[src/tesc_pkg.sv]
// Constants for the terminal-side escape sequence codec.
// Assumes byte-wide character streams on the core_clk domain.
// Function
// - Sequences open with escape 0x1B alone, or escape then bracket 0x5B.
// - Numeric parameters are decimal, one ASCII digit 0x30..0x39 per digit.
// - Consecutive parameters are separated by semicolon 0x3B.
// - A negative parameter is preceded by colon 0x3A instead of semicolon.
// - One printable terminator byte ends a sequence and selects its action.
// - Terminator m: parameter 0 selects normal video, 7 inverse video.
// - Terminator J: 0 clears cursor to end of screen, 2 whole screen.
// - Terminator K: 0 clears cursor to end of line, 2 whole line.
// - Cursor position is bracket intro, row, semicolon, column, then H.
// - Display is 25 rows by 80 columns, both counted from 1.
// - Missing or out-of-range movement parameters are replaced by 1.
// - Escape followed by A, B, C or D moves cursor up, down, right, left.
package tesc_pkg;

	// ==========================================================
	// Character codes
	localparam logic [7:0] TESC_CH_ESC   = 8'h1B;
	localparam logic [7:0] TESC_CH_LBRK  = 8'h5B;
	localparam logic [7:0] TESC_CH_DIG0  = 8'h30;
	localparam logic [7:0] TESC_CH_DIG9  = 8'h39;
	localparam logic [7:0] TESC_CH_SEMI  = 8'h3B;
	localparam logic [7:0] TESC_CH_COLON = 8'h3A;
	localparam logic [7:0] TESC_CH_ATTR  = 8'h6D;
	localparam logic [7:0] TESC_CH_CLRS  = 8'h4A;
	localparam logic [7:0] TESC_CH_CLRL  = 8'h4B;
	localparam logic [7:0] TESC_CH_POS   = 8'h48;
	localparam logic [7:0] TESC_CH_UP    = 8'h41;
	localparam logic [7:0] TESC_CH_DOWN  = 8'h42;
	localparam logic [7:0] TESC_CH_RIGHT = 8'h43;
	localparam logic [7:0] TESC_CH_LEFT  = 8'h44;
	localparam logic [7:0] TESC_PRINT_LO = 8'h20;
	localparam logic [7:0] TESC_PRINT_HI = 8'h7E;
	localparam logic [7:0] TESC_TERM_LO  = 8'h40;

	// ==========================================================
	// Parameter values and display geometry
	localparam logic [7:0] TESC_PV_NORMAL  = 8'h00;
	localparam logic [7:0] TESC_PV_INVERSE = 8'h07;
	localparam logic [7:0] TESC_PV_TO_END  = 8'h00;
	localparam logic [7:0] TESC_PV_ALL     = 8'h02;
	localparam logic [7:0] TESC_PV_MAX     = 8'hFF;
	localparam logic [7:0] TESC_ROWS       = 8'h19;
	localparam logic [7:0] TESC_COLS       = 8'h50;
	localparam logic [7:0] TESC_COORD_MIN  = 8'h01;

	// ==========================================================
	// Buffering
	localparam int TESC_FIFO_W = 8;
	localparam int TESC_FIFO_D = 32;

	typedef enum logic [1:0] {P_IDLE, P_ESC, P_PARAM} tesc_pstate_t;
	typedef enum logic [1:0] {G_IDLE, G_ESC, G_KEY} tesc_gstate_t;

endpackage : tesc_pkg

[src/tesc_term.sv]
// Terminal-side codec: buffers and parses analyzer output, sends cursor keys back.
// Assumes byte streams from a serial receiver/transmitter on core_clk.
module tesc_fifo #(
	parameter int W = 8,
	parameter int D = 32
) (
	input  wire logic         core_clk,
	input  wire logic         nrst,
	input  wire logic [W-1:0] in_data,
	input  wire logic         in_valid,
	output logic              in_ready,
	output logic [W-1:0]      out_data,
	output logic              out_valid,
	input  wire logic         out_ready
);
	localparam int AW = $clog2(D);
	localparam logic [AW:0] DEPTH = (AW+1)'(D);

	logic [W-1:0]  mem_reg [D];
	logic [AW-1:0] wr_reg;
	logic [AW-1:0] rd_reg;
	logic [AW:0]   cnt_reg;
	logic [AW:0]   cnt_next;
	logic          push;
	logic          pop;

	assign push = in_valid && in_ready;
	assign pop = out_valid && out_ready;
	assign out_data = mem_reg[rd_reg];

	always_comb begin
		cnt_next = cnt_reg;
		if (push && !pop) begin
			cnt_next = cnt_reg + (AW+1)'(1);
		end else if (pop && !push) begin
			cnt_next = cnt_reg - (AW+1)'(1);
		end
	end

	always_ff @(posedge core_clk) begin
		if (push) begin
			mem_reg[wr_reg] <= in_data;
		end
	end

	// Flags registered so the top-level ready comes straight from a flop
	always_ff @(posedge core_clk or negedge nrst) begin
		if (!nrst) begin
			wr_reg    <= '0;
			rd_reg    <= '0;
			cnt_reg   <= '0;
			in_ready  <= 1'b0;
			out_valid <= 1'b0;
		end else begin
			if (push) begin
				wr_reg <= wr_reg + AW'(1);
			end
			if (pop) begin
				rd_reg <= rd_reg + AW'(1);
			end
			cnt_reg   <= cnt_next;
			in_ready  <= (cnt_next != DEPTH);
			out_valid <= (cnt_next != '0);
		end
	end
endmodule : tesc_fifo

module tesc_term (
	input  wire logic         core_clk,
	input  wire logic         nrst,
	input  wire logic [7:0]   rx_byte,
	input  wire logic         rx_valid,
	output logic              rx_ready,
	input  wire logic         disp_busy,
	output logic [7:0]        char_byte,
	output logic              char_valid,
	output logic              attr_inverse,
	output logic              clr_to_eos,
	output logic              clr_screen,
	output logic              clr_to_eol,
	output logic              clr_line,
	output logic [7:0]        cur_row,
	output logic [7:0]        cur_col,
	output logic              cur_set,
	input  wire logic         key_up,
	input  wire logic         key_down,
	input  wire logic         key_right,
	input  wire logic         key_left,
	output logic              key_ready,
	output logic [7:0]        tx_byte,
	output logic              tx_valid,
	input  wire logic         tx_ready
);
	import tesc_pkg::*;

	// ==========================================================
	// Input buffer
	logic [7:0]   fb;
	logic         f_valid;
	logic         pop;

	// Display backpressure stalls the parser, so the buffer really fills
	assign pop = f_valid && !disp_busy;

	tesc_fifo #(.W(TESC_FIFO_W), .D(TESC_FIFO_D)) u_fifo (
		.core_clk  (core_clk),
		.nrst      (nrst),
		.in_data   (rx_byte),
		.in_valid  (rx_valid),
		.in_ready  (rx_ready),
		.out_data  (fb),
		.out_valid (f_valid),
		.out_ready (!disp_busy)
	);

	// ==========================================================
	// Byte classes
	logic is_esc;
	logic is_digit;
	logic is_sep;
	logic is_term;
	logic is_print;

	assign is_esc   = (fb == TESC_CH_ESC);
	assign is_digit = (fb >= TESC_CH_DIG0) && (fb <= TESC_CH_DIG9);
	assign is_sep   = (fb == TESC_CH_SEMI) || (fb == TESC_CH_COLON);
	assign is_term  = (fb >= TESC_TERM_LO) && (fb <= TESC_PRINT_HI);
	assign is_print = (fb >= TESC_PRINT_LO) && (fb <= TESC_PRINT_HI);

	// ==========================================================
	// Parser state
	tesc_pstate_t pst_reg;
	logic         in_seq;
	logic         dispatch;

	assign in_seq = (pst_reg == P_ESC) || (pst_reg == P_PARAM);
	assign dispatch = pop && in_seq && is_term && !(pst_reg == P_ESC && fb == TESC_CH_LBRK);
	always_ff @(posedge core_clk or negedge nrst) begin
		if (!nrst) begin
			pst_reg <= P_IDLE;
		end else if (pop) begin
			case (pst_reg)
				P_IDLE: begin
					if (is_esc) begin
						pst_reg <= P_ESC;
					end
				end
				P_ESC, P_PARAM: begin
					if (is_esc) begin
						pst_reg <= P_ESC;
					end else if (pst_reg == P_ESC && fb == TESC_CH_LBRK) begin
						pst_reg <= P_PARAM;
					end else if (is_digit || is_sep) begin
						pst_reg <= P_PARAM;
					end else begin
						// Terminator or any other non-parameter byte, printable or not, ends the sequence
						pst_reg <= P_IDLE;
					end
				end
				default: pst_reg <= P_IDLE;
			endcase
		end
	end

	// ==========================================================
	// Parameter collection; only the first two are kept
	logic [7:0]  p0_reg;
	logic [7:0]  p1_reg;
	logic        idx_reg;
	logic        pres0_reg;
	logic        pres1_reg;
	logic        neg1_reg;
	logic        over_reg;
	logic [11:0] acc;
	logic [7:0]  acc_sat;

	assign acc = ((idx_reg ? {4'h0, p1_reg} : {4'h0, p0_reg}) * 12'h00A)
		+ {8'h00, fb[3:0]};
	assign acc_sat = (acc > {4'h0, TESC_PV_MAX}) ? TESC_PV_MAX : acc[7:0];

	always_ff @(posedge core_clk or negedge nrst) begin
		if (!nrst) begin
			p0_reg    <= '0;
			p1_reg    <= '0;
			idx_reg   <= 1'b0;
			pres0_reg <= 1'b0;
			pres1_reg <= 1'b0;
			neg1_reg  <= 1'b0;
			over_reg  <= 1'b0;
		end else if (pop) begin
			if (is_esc || !in_seq) begin
				p0_reg    <= '0;
				p1_reg    <= '0;
				idx_reg   <= 1'b0;
				pres0_reg <= 1'b0;
				pres1_reg <= 1'b0;
				neg1_reg  <= 1'b0;
				over_reg  <= 1'b0;
			end else if (is_digit && !over_reg) begin
				if (idx_reg) begin
					p1_reg    <= acc_sat;
					pres1_reg <= 1'b1;
				end else begin
					p0_reg    <= acc_sat;
					pres0_reg <= 1'b1;
				end
			end else if (is_sep) begin
				if (idx_reg) begin
					over_reg <= 1'b1;
				end else begin
					idx_reg  <= 1'b1;
					neg1_reg <= (fb == TESC_CH_COLON);
				end
			end
		end
	end

	// ==========================================================
	// Effective values for the terminating byte
	logic       v0_ok;
	logic [7:0] v0;
	logic       row_ok;
	logic       col_ok;

	// Only the second field can follow a colon; negative counts as missing
	assign v0_ok = pres0_reg;
	assign v0 = v0_ok ? p0_reg : TESC_PV_TO_END;
	assign row_ok = v0_ok && (p0_reg >= TESC_COORD_MIN) && (p0_reg <= TESC_ROWS);
	assign col_ok = pres1_reg && !neg1_reg
		&& (p1_reg >= TESC_COORD_MIN) && (p1_reg <= TESC_COLS);

	// ==========================================================
	// Display actions
	always_ff @(posedge core_clk or negedge nrst) begin
		if (!nrst) begin
			char_byte    <= '0;
			char_valid   <= 1'b0;
			attr_inverse <= 1'b0;
			clr_to_eos   <= 1'b0;
			clr_screen   <= 1'b0;
			clr_to_eol   <= 1'b0;
			clr_line     <= 1'b0;
			cur_row      <= TESC_COORD_MIN;
			cur_col      <= TESC_COORD_MIN;
			cur_set      <= 1'b0;
		end else begin
			char_valid <= 1'b0;
			clr_to_eos <= 1'b0;
			clr_screen <= 1'b0;
			clr_to_eol <= 1'b0;
			clr_line   <= 1'b0;
			cur_set    <= 1'b0;
			if (pop && pst_reg == P_IDLE && is_print) begin
				char_byte  <= fb;
				char_valid <= 1'b1;
			end
			if (dispatch) begin
				case (fb)
					TESC_CH_ATTR: begin
						if (v0 == TESC_PV_NORMAL) begin
							attr_inverse <= 1'b0;
						end else if (v0 == TESC_PV_INVERSE) begin
							attr_inverse <= 1'b1;
						end
					end
					TESC_CH_CLRS: begin
						clr_to_eos <= (v0 == TESC_PV_TO_END);
						clr_screen <= (v0 == TESC_PV_ALL);
					end
					TESC_CH_CLRL: begin
						clr_to_eol <= (v0 == TESC_PV_TO_END);
						clr_line   <= (v0 == TESC_PV_ALL);
					end
					TESC_CH_POS: begin
						cur_row <= row_ok ? p0_reg : TESC_COORD_MIN;
						cur_col <= col_ok ? p1_reg : TESC_COORD_MIN;
						cur_set <= 1'b1;
					end
					default: char_valid <= 1'b0;
				endcase
			end
		end
	end

	// ==========================================================
	// Cursor key sender: escape then direction letter
	tesc_gstate_t gst_reg;
	logic [7:0]   key_reg;
	logic [7:0]   key_next;
	logic         key_any;
	assign key_any = key_up || key_down || key_right || key_left;
	// Fixed priority when several keys pulse together
	always_comb begin
		key_next = TESC_CH_LEFT;
		if (key_up) begin
			key_next = TESC_CH_UP;
		end else if (key_down) begin
			key_next = TESC_CH_DOWN;
		end else if (key_right) begin
			key_next = TESC_CH_RIGHT;
		end
	end

	always_ff @(posedge core_clk or negedge nrst) begin
		if (!nrst) begin
			gst_reg   <= G_IDLE;
			key_reg   <= '0;
			key_ready <= 1'b1;
			tx_byte   <= '0;
			tx_valid  <= 1'b0;
		end else begin
			case (gst_reg)
				G_IDLE: begin
					if (key_any) begin
						key_reg   <= key_next;
						tx_byte   <= TESC_CH_ESC;
						tx_valid  <= 1'b1;
						key_ready <= 1'b0;
						gst_reg   <= G_ESC;
					end
				end
				G_ESC: begin
					if (tx_ready) begin
						tx_byte <= key_reg;
						gst_reg <= G_KEY;
					end
				end
				G_KEY: begin
					if (tx_ready) begin
						tx_valid  <= 1'b0;
						key_ready <= 1'b1;
						gst_reg   <= G_IDLE;
					end
				end
				default: gst_reg <= G_IDLE;
			endcase
		end
	end
endmodule : tesc_term

[config.mk]
export PLATFORM = sky130hd
export DESIGN_NAME = tesc_term
export DESIGN_NICKNAME = d
export VERILOG_FILES = /design/src/tesc_pkg.sv /design/src/tesc_term.sv
export SDC_FILE = /design/constraint.sdc
export NUM_CORES = 1
export LEC_CHECK = 0
export BUFFER_PORTS_ARGS = -buffer_cell sky130_fd_sc_hd__buf_2
export CELL_PAD_IN_SITES_DETAIL_PLACEMENT = 1
export CELL_PAD_IN_SITES_GLOBAL_PLACEMENT = 2
export CORE_ASPECT_RATIO = 1.5
export CORE_MARGIN = 4
export CORE_UTILIZATION = 46
export CTS_CLUSTER_DIAMETER = 40
export DETAILED_ROUTE_END_ITERATION = 8
export PLACE_DENSITY = 0.91
export SYNTH_ARGS = -nofsm -noshare
export SYNTH_HDL_FRONTEND = slang
export SYNTH_SLANG_ARGS = --single-unit
[constraint.sdc]
create_clock -name core_clk -period 4.8 [get_ports core_clk]
set_input_delay 0.48 -clock core_clk [delete_from_list [all_inputs] [get_ports core_clk]]
set_output_delay 0.48 -clock core_clk [all_outputs]
set_load 0.02 [all_outputs]
==> impl_metrics.ini, run 1 <==
[floorplan]
dieWidth_um = 153
pin_count = 59
start_util_pct = 46.5
die_height_um = 225
core_area_sq_um = 31000
dieArea_sq_um = 34300
core.rowCount = 79

[critical_path]
crit_start = u_fifo.rd_reg[1]
r2r_start = u_fifo.rd_reg[1]
slowest_stage = dfrtp_1
rrSetupSlack_ns = 0.40
cp-end-kind = flip-flop
crit_required_ns = 5.25
worst-r2r-cell-count = 10
cp_cell_sequence = buf_4, mux4_2, mux2_2, a221oi_2, a21oi_1, or3b_1, or3_1, or4_1, buf_4, mux2_1
worstSetupStartpointType = flip-flop
cp.arrival_ns = 4.85
critPathTopFamily = simple AND/OR/NAND/NOR gates
r2r-end = cur_col[0]
slowest_delay_ns = 0.67
crit_type = reg2reg
path_buf_inv = 2
crit_fanout = 17
crit_top_cell = buf_4

[power]
clock_power_share_pct = 31.8
ir_drop_mv = 0.353
p_leak_nw = 6.17
power.switching_w = 0.00328
p_sw_share_pct = 33.3
pwr-share-comb_pct = 29.4
p_seq_share_pct = 38.8
p_int_w = 0.00656
powerDensity_nw_per_um2 = 596

[logic_synthesis]
yosys_register_bits = 341
synthFlopType = edfxtp_1
synth-async-reset-ratio_pct = 24.9
syn_area_per_cell_sq_um = 15.6
yosysWarnings = 0
ys_top_cells_by_count = edfxtp_1 (256), dfrtp_1 (82), nor2_1 (63), mux2i_1 (49), nand2_1 (46)
synth_area_leaders = edfxtp_1 (53%), dfrtp_1 (14%), mux4_2 (6.6%), mux2i_1 (3.4%), ha_1 (2.2%)
postSynthCellCount = 923
synth_top_area_cell = edfxtp_1
yosysTopAreaCellShare_pct = 53.3
yosysMostFrequentCell = edfxtp_1
syn_area_sq_um = 14400
synth_edf_count = 256
seq_area_frac_synth_pct = 68.0
synthDistinctLibCells = 67

[timing]
fmax_ghz = 0.227
hold_viol_final = 0
setup_violations = 0
maxSlewViolCount = 0
period_share_pct = 91.7
rsz0062_at_grt = no
fin_ws_ns = 0.398
min_period_ns = 4.40
max_slew_margin_pct = 28.0
fin_tns_setup_ns = 0
clock_skew_ns = 0.0286
tightest_slew_ns = 1.08

[finish]
area_growth_pct = 14.3
nets = 1037
largest_reg_flops = 256
drive_above_1_share_pct = 21.7
final_util_pct = 53.2
antenna_cells = 0

[cts]
cts_resized = 0
clockBufferDepth = 3
h-tree-depth = 2
postCtsSetupBuffers = 0
root_buffer = clkbuf_16
cts.sinks = 341
clk_latency_ns = 0.54
cts_hold_buffers = 0
cts_buffers = 37
cts_tree = done
clk_pin_slew_ns = 0.07

[route]
antenna_left = 0
viasPerCell = 5.92
wl_per_cell_um = 25.9
dr.pass1.iters = 5
route.detailed.drc = 0
drt_wl_total_um = 37000
drt_iter0_markers = 634
vias = 8447

[grt]
grt_pass1_wl_um = 56300
overflow = 0
grt_pass1_vias = 9253
antenna_found_initial = 0
grt_usage_pct = 21.5
grt_max_degree = 65

[run_status]
status = finished, final reports clean

[flow_run]
drv_cap = 0

[worst_hold_path]
min_path_type = in2async

[placement]
place_hpwl_um = 24500
port-buffer-count = 56
gp_congestion = 0.853
dp_slack_ns = 0.538
[layout make-up]
type,count,area [sq um]
fill,2952,14500
sequential,341,9820
multi-input combinational,502,4220
clock buffer,42,966
tap,405,507
timing repair buffer,77,465
clock inverter,25,389
inverter,34,128
[power by group through the flow]
stage	logic (W)	clock network, W	registers, W
global route	0.00311	0.00331	0.00385
CTS	0.00291	0.00318	0.00381
finish	0.00290	0.00313	0.00381
global placement	0.00278	0	0.00384
detailed placement	0.00286	0	0.00386
floorplan	0.00199	0	0.00373
[cells by family (layout without fill, tap and decap cells)]
logic type / count (synthesis) / in the layout / share of synthesized area, %
xor+xnor: 20 / 20 / 1.21
mux: 118 / 118 / 12.1
compound gates: 143 / 143 / 7.03
flops: 341 / 341 / 68.0
buf+inv: 81 / 178 / 2.74
other cells: 1 / 2 / 0.0260
fa+ha+maj: 27 / 27 / 2.44
simple gates: 192 / 192 / 6.47
[per-layer routing]
metal  vias to the layer above  track usage, %  wire, um
li1                       3695               -         -
met1                      4356            24.4     13400
met2                       300            40.1     20200
met3                        96            3.11      1780
met4                         0            9.35      1650
met5                         -               0         0
[per-stage QoR]
step / area (sq um) / instances / hold WS [ns] / power [W]
floorplan: 14400 / 924 / 0.184 / 0.00572
global placement: 15100 / 1359 / 0.422 / 0.00662
detailed placement: 15100 / 1359 / 0.440 / 0.00672
CTS: 16500 / 1426 / 0.0641 / 0.00990
global route: 16500 / 1426 / 0.108 / 0.0103
finish: 16500 / 1426 / 0.0435 / 0.00984
[cells in the final DEF, fill, tap and decap left out, types with 7 or more instances in the layout]
master     Yosys  layout
mux2i_1       49      49
dfrtp_1       82      80
a21oi_1       24      24
buf_4         13      20
nand4_1        9       9
ha_1          25      25
o2bb2ai_1     12      12
nor2_1        63      63
nor3_1        10      10
nand2_1       46      46
bufinv_16      0       8
mux2_2        25      25
xnor2_1       16      16
or3_1          8       8
mux4_2        42      42
o221ai_1      14      14
a21o_1         8       8
clkbuf_16      0      38
nand2b_1       9       9
buf_2          9      55
inv_1         34      34
o21ai_0       28      28
edfxtp_1     256     256
nor2b_1        7       7
nand3_1       10      10
a22oi_1       12      12
[worst max-delay path by stage]
stage	cells after the start	to	slack, ns
after floorplan	16	p0_reg[3]	1.05
after global placement	14	p1_reg[4]	0.68
after detailed placement	10	cur_col[0]	0.54
after CTS	10	cur_col[0]	0.42
after global routing	15	p0_reg[4]	0.17
final	10	cur_col[0]	0.40
(Power assumes the default switching activity.)
==> run 2: changes to the inputs <==
--- a/config.mk
+++ b/config.mk
@@ -10,10 +10,10 @@
 export CELL_PAD_IN_SITES_GLOBAL_PLACEMENT = 2
 export CORE_ASPECT_RATIO = 1.5
 export CORE_MARGIN = 4
-export CORE_UTILIZATION = 46
+export CORE_UTILIZATION = 49
 export CTS_CLUSTER_DIAMETER = 40
 export DETAILED_ROUTE_END_ITERATION = 8
-export PLACE_DENSITY = 0.91
+export PLACE_DENSITY = 0.95
 export SYNTH_ARGS = -nofsm -noshare
 export SYNTH_HDL_FRONTEND = slang
 export SYNTH_SLANG_ARGS = --single-unit
==> constraint.sdc (replaced) <==
create_clock -name core_clk -period 5.7 [get_ports core_clk]
set_input_delay 0.57 -clock core_clk [delete_from_list [all_inputs] [get_ports core_clk]]
set_output_delay 0.57 -clock core_clk [all_outputs]
set_load 0.02 [all_outputs]
==> impl_metrics.ini, run 2 (synthesis results as in run 1) <==
[run_status]
status = finished, final reports clean

[placement]
port-buffer-count = 56
place_inst = 1337
place_hpwl_um = 24500
dp_slack_ns = 0.840
gp_congestion = 0.817

[timing]
maxSlewViolCount = 0
period_share_pct = 86.4
tightest_slew_ns = 0.916
min_period_ns = 4.93
rsz0062_at_grt = no
fmax_ghz = 0.203
fin_ws_ns = 0.773
hold_viol_final = 0
max_slew_margin_pct = 38.7
fin_tns_setup_ns = 0
setup_violations = 0
clock_skew_ns = 0.0190

[route]
vias = 8410
route.detailed.drc = 0
drt_wl_total_um = 35700
antenna_left = 0
viasPerCell = 6.00
dr.pass1.iters = 5
drt_iter0_markers = 582
wl_per_cell_um = 25.4

[cts]
cts_resized = 0
root_buffer = clkbuf_16
cts_tree = done
clk_latency_ns = 0.53
h-tree-depth = 2
cts.sinks = 341
cts_buffers = 36
clk_pin_slew_ns = 0.06
clockBufferDepth = 3
postCtsSetupBuffers = 0
cts_hold_buffers = 0

[grt]
grt_usage_pct = 22.7
overflow = 0
grt_max_degree = 46
grt_pass1_wl_um = 55300
grt_pass1_vias = 9216
antenna_found_initial = 0

[floorplan]
dieArea_sq_um = 32300
core.rowCount = 76
pin_count = 59
start_util_pct = 49.9
core_area_sq_um = 28900
dieWidth_um = 148
die_height_um = 218

[worst_hold_path]
min_path_type = in2async

[power]
p_leak_nw = 6.02
ir_drop_mv = 0.288
powerDensity_nw_per_um2 = 486

[critical_path]
crit_fanout = 17
rrSetupSlack_ns = 0.77
crit_type = reg2reg
worst-r2r-cell-count = 9
r2r-end = cur_col[0]
crit_required_ns = 6.14
worstSetupStartpointType = flip-flop
r2r_start = u_fifo.rd_reg[1]
cp.arrival_ns = 5.37
cp-end-kind = flip-flop

[finish]
layout_commonest_cell = edfxtp_1
final_cell_mix = edfxtp_1 (256), dfrtp_1 (80), nor2_1 (63), buf_2 (55), mux2i_1 (49)
layout.cells.non_filler = 1402
fillers = 2756
area_growth_pct = 12.1
ff_latch_area_sq_um = 9820
multi_input_area_sq_um = 4220
drive_above_1_share_pct = 20.1
nets = 1029
antenna_cells = 0
largest_reg_flops = 256

[flow_run]
drv_cap = 0
==> run 2: changes by cell type in the layout (fill, tap and decap cells not counted), moves of 2 or more <==
cell,delta
clkinv_1,+7
buf_4,-6
inv_6,+4
clkbuf_1,+3
clkinv_4,-4
clkinv_8,-2
clkbuf_16,-2
bufinv_16,-6
clkinv_2,-2
==> run 2: layout make-up <==
class / instances / area share (%)
flip-flops and latches: 341 / 60.7
clock buffers: 43 / 5.73
repair buffers: 70 / 2.47
multi-input cells: 502 / 26.1
well taps: 390 / 3.01
inverters: 34 / 0.788
clock inverters: 22 / 1.21
==> run 2: critical path, cell delays in order, from the launching register on <==
cell and delay (ns):
dfrtp_1 0.75, buf_4 0.37, nand3_1 0.53, o221ai_1 0.43, a21oi_1 0.10, a21oi_1 0.46
or3b_1 0.45, or3_1 0.42, or4_1 0.88, mux2_1 0.45
==> run 2: metal layers <==
| layer | share of wire (%) | track usage (%) |
|---|---|---|
| met1 | 36 | 25.8 |
| met2 | 54 | 41.0 |
| met3 | 4.7 | 3.32 |
| met4 | 5.9 | 12.0 |
| met5 | 0 | 0 |
==> run 2: worst max path at each step <==
stage,startpoint,end,slack [ns],cells past startpoint
CTS,u_fifo.rd_reg[1],cur_col[0],0.77,9
finish,u_fifo.rd_reg[1],cur_col[0],0.77,9
global placement,u_fifo.rd_reg[1],cur_col[0],1.07,9
detailed placement,u_fifo.rd_reg[1],cur_col[0],0.84,9
global route,u_fifo.rd_reg[1],p0_reg[3],0.42,15
floorplan,u_fifo.rd_reg[0],p0_reg[3],1.95,16
==> run 2: where the power goes <==
part	internal, W	switching [W]	total, W
registers	0.00294	0.000327	0.00326
clock network	0.00127	0.000966	0.00224
logic	0.000945	0.00141	0.00236
==> run 2: stage by stage <==
stage / util [%] / total power (W) / area (sq um) / hold slack [ns]
after CTS: 56.0 / 0.00790 / 16200 / 0.0402
after global routing: 56.0 / 0.00823 / 16200 / 0.0770
after global placement: 52.1 / 0.00553 / 15100 / 0.424
final: 56.0 / 0.00786 / 16200 / 0.0382
after detailed placement: 52.1 / 0.00564 / 15100 / 0.437
after floorplan: - / 0.00481 / 14400 / 0.274
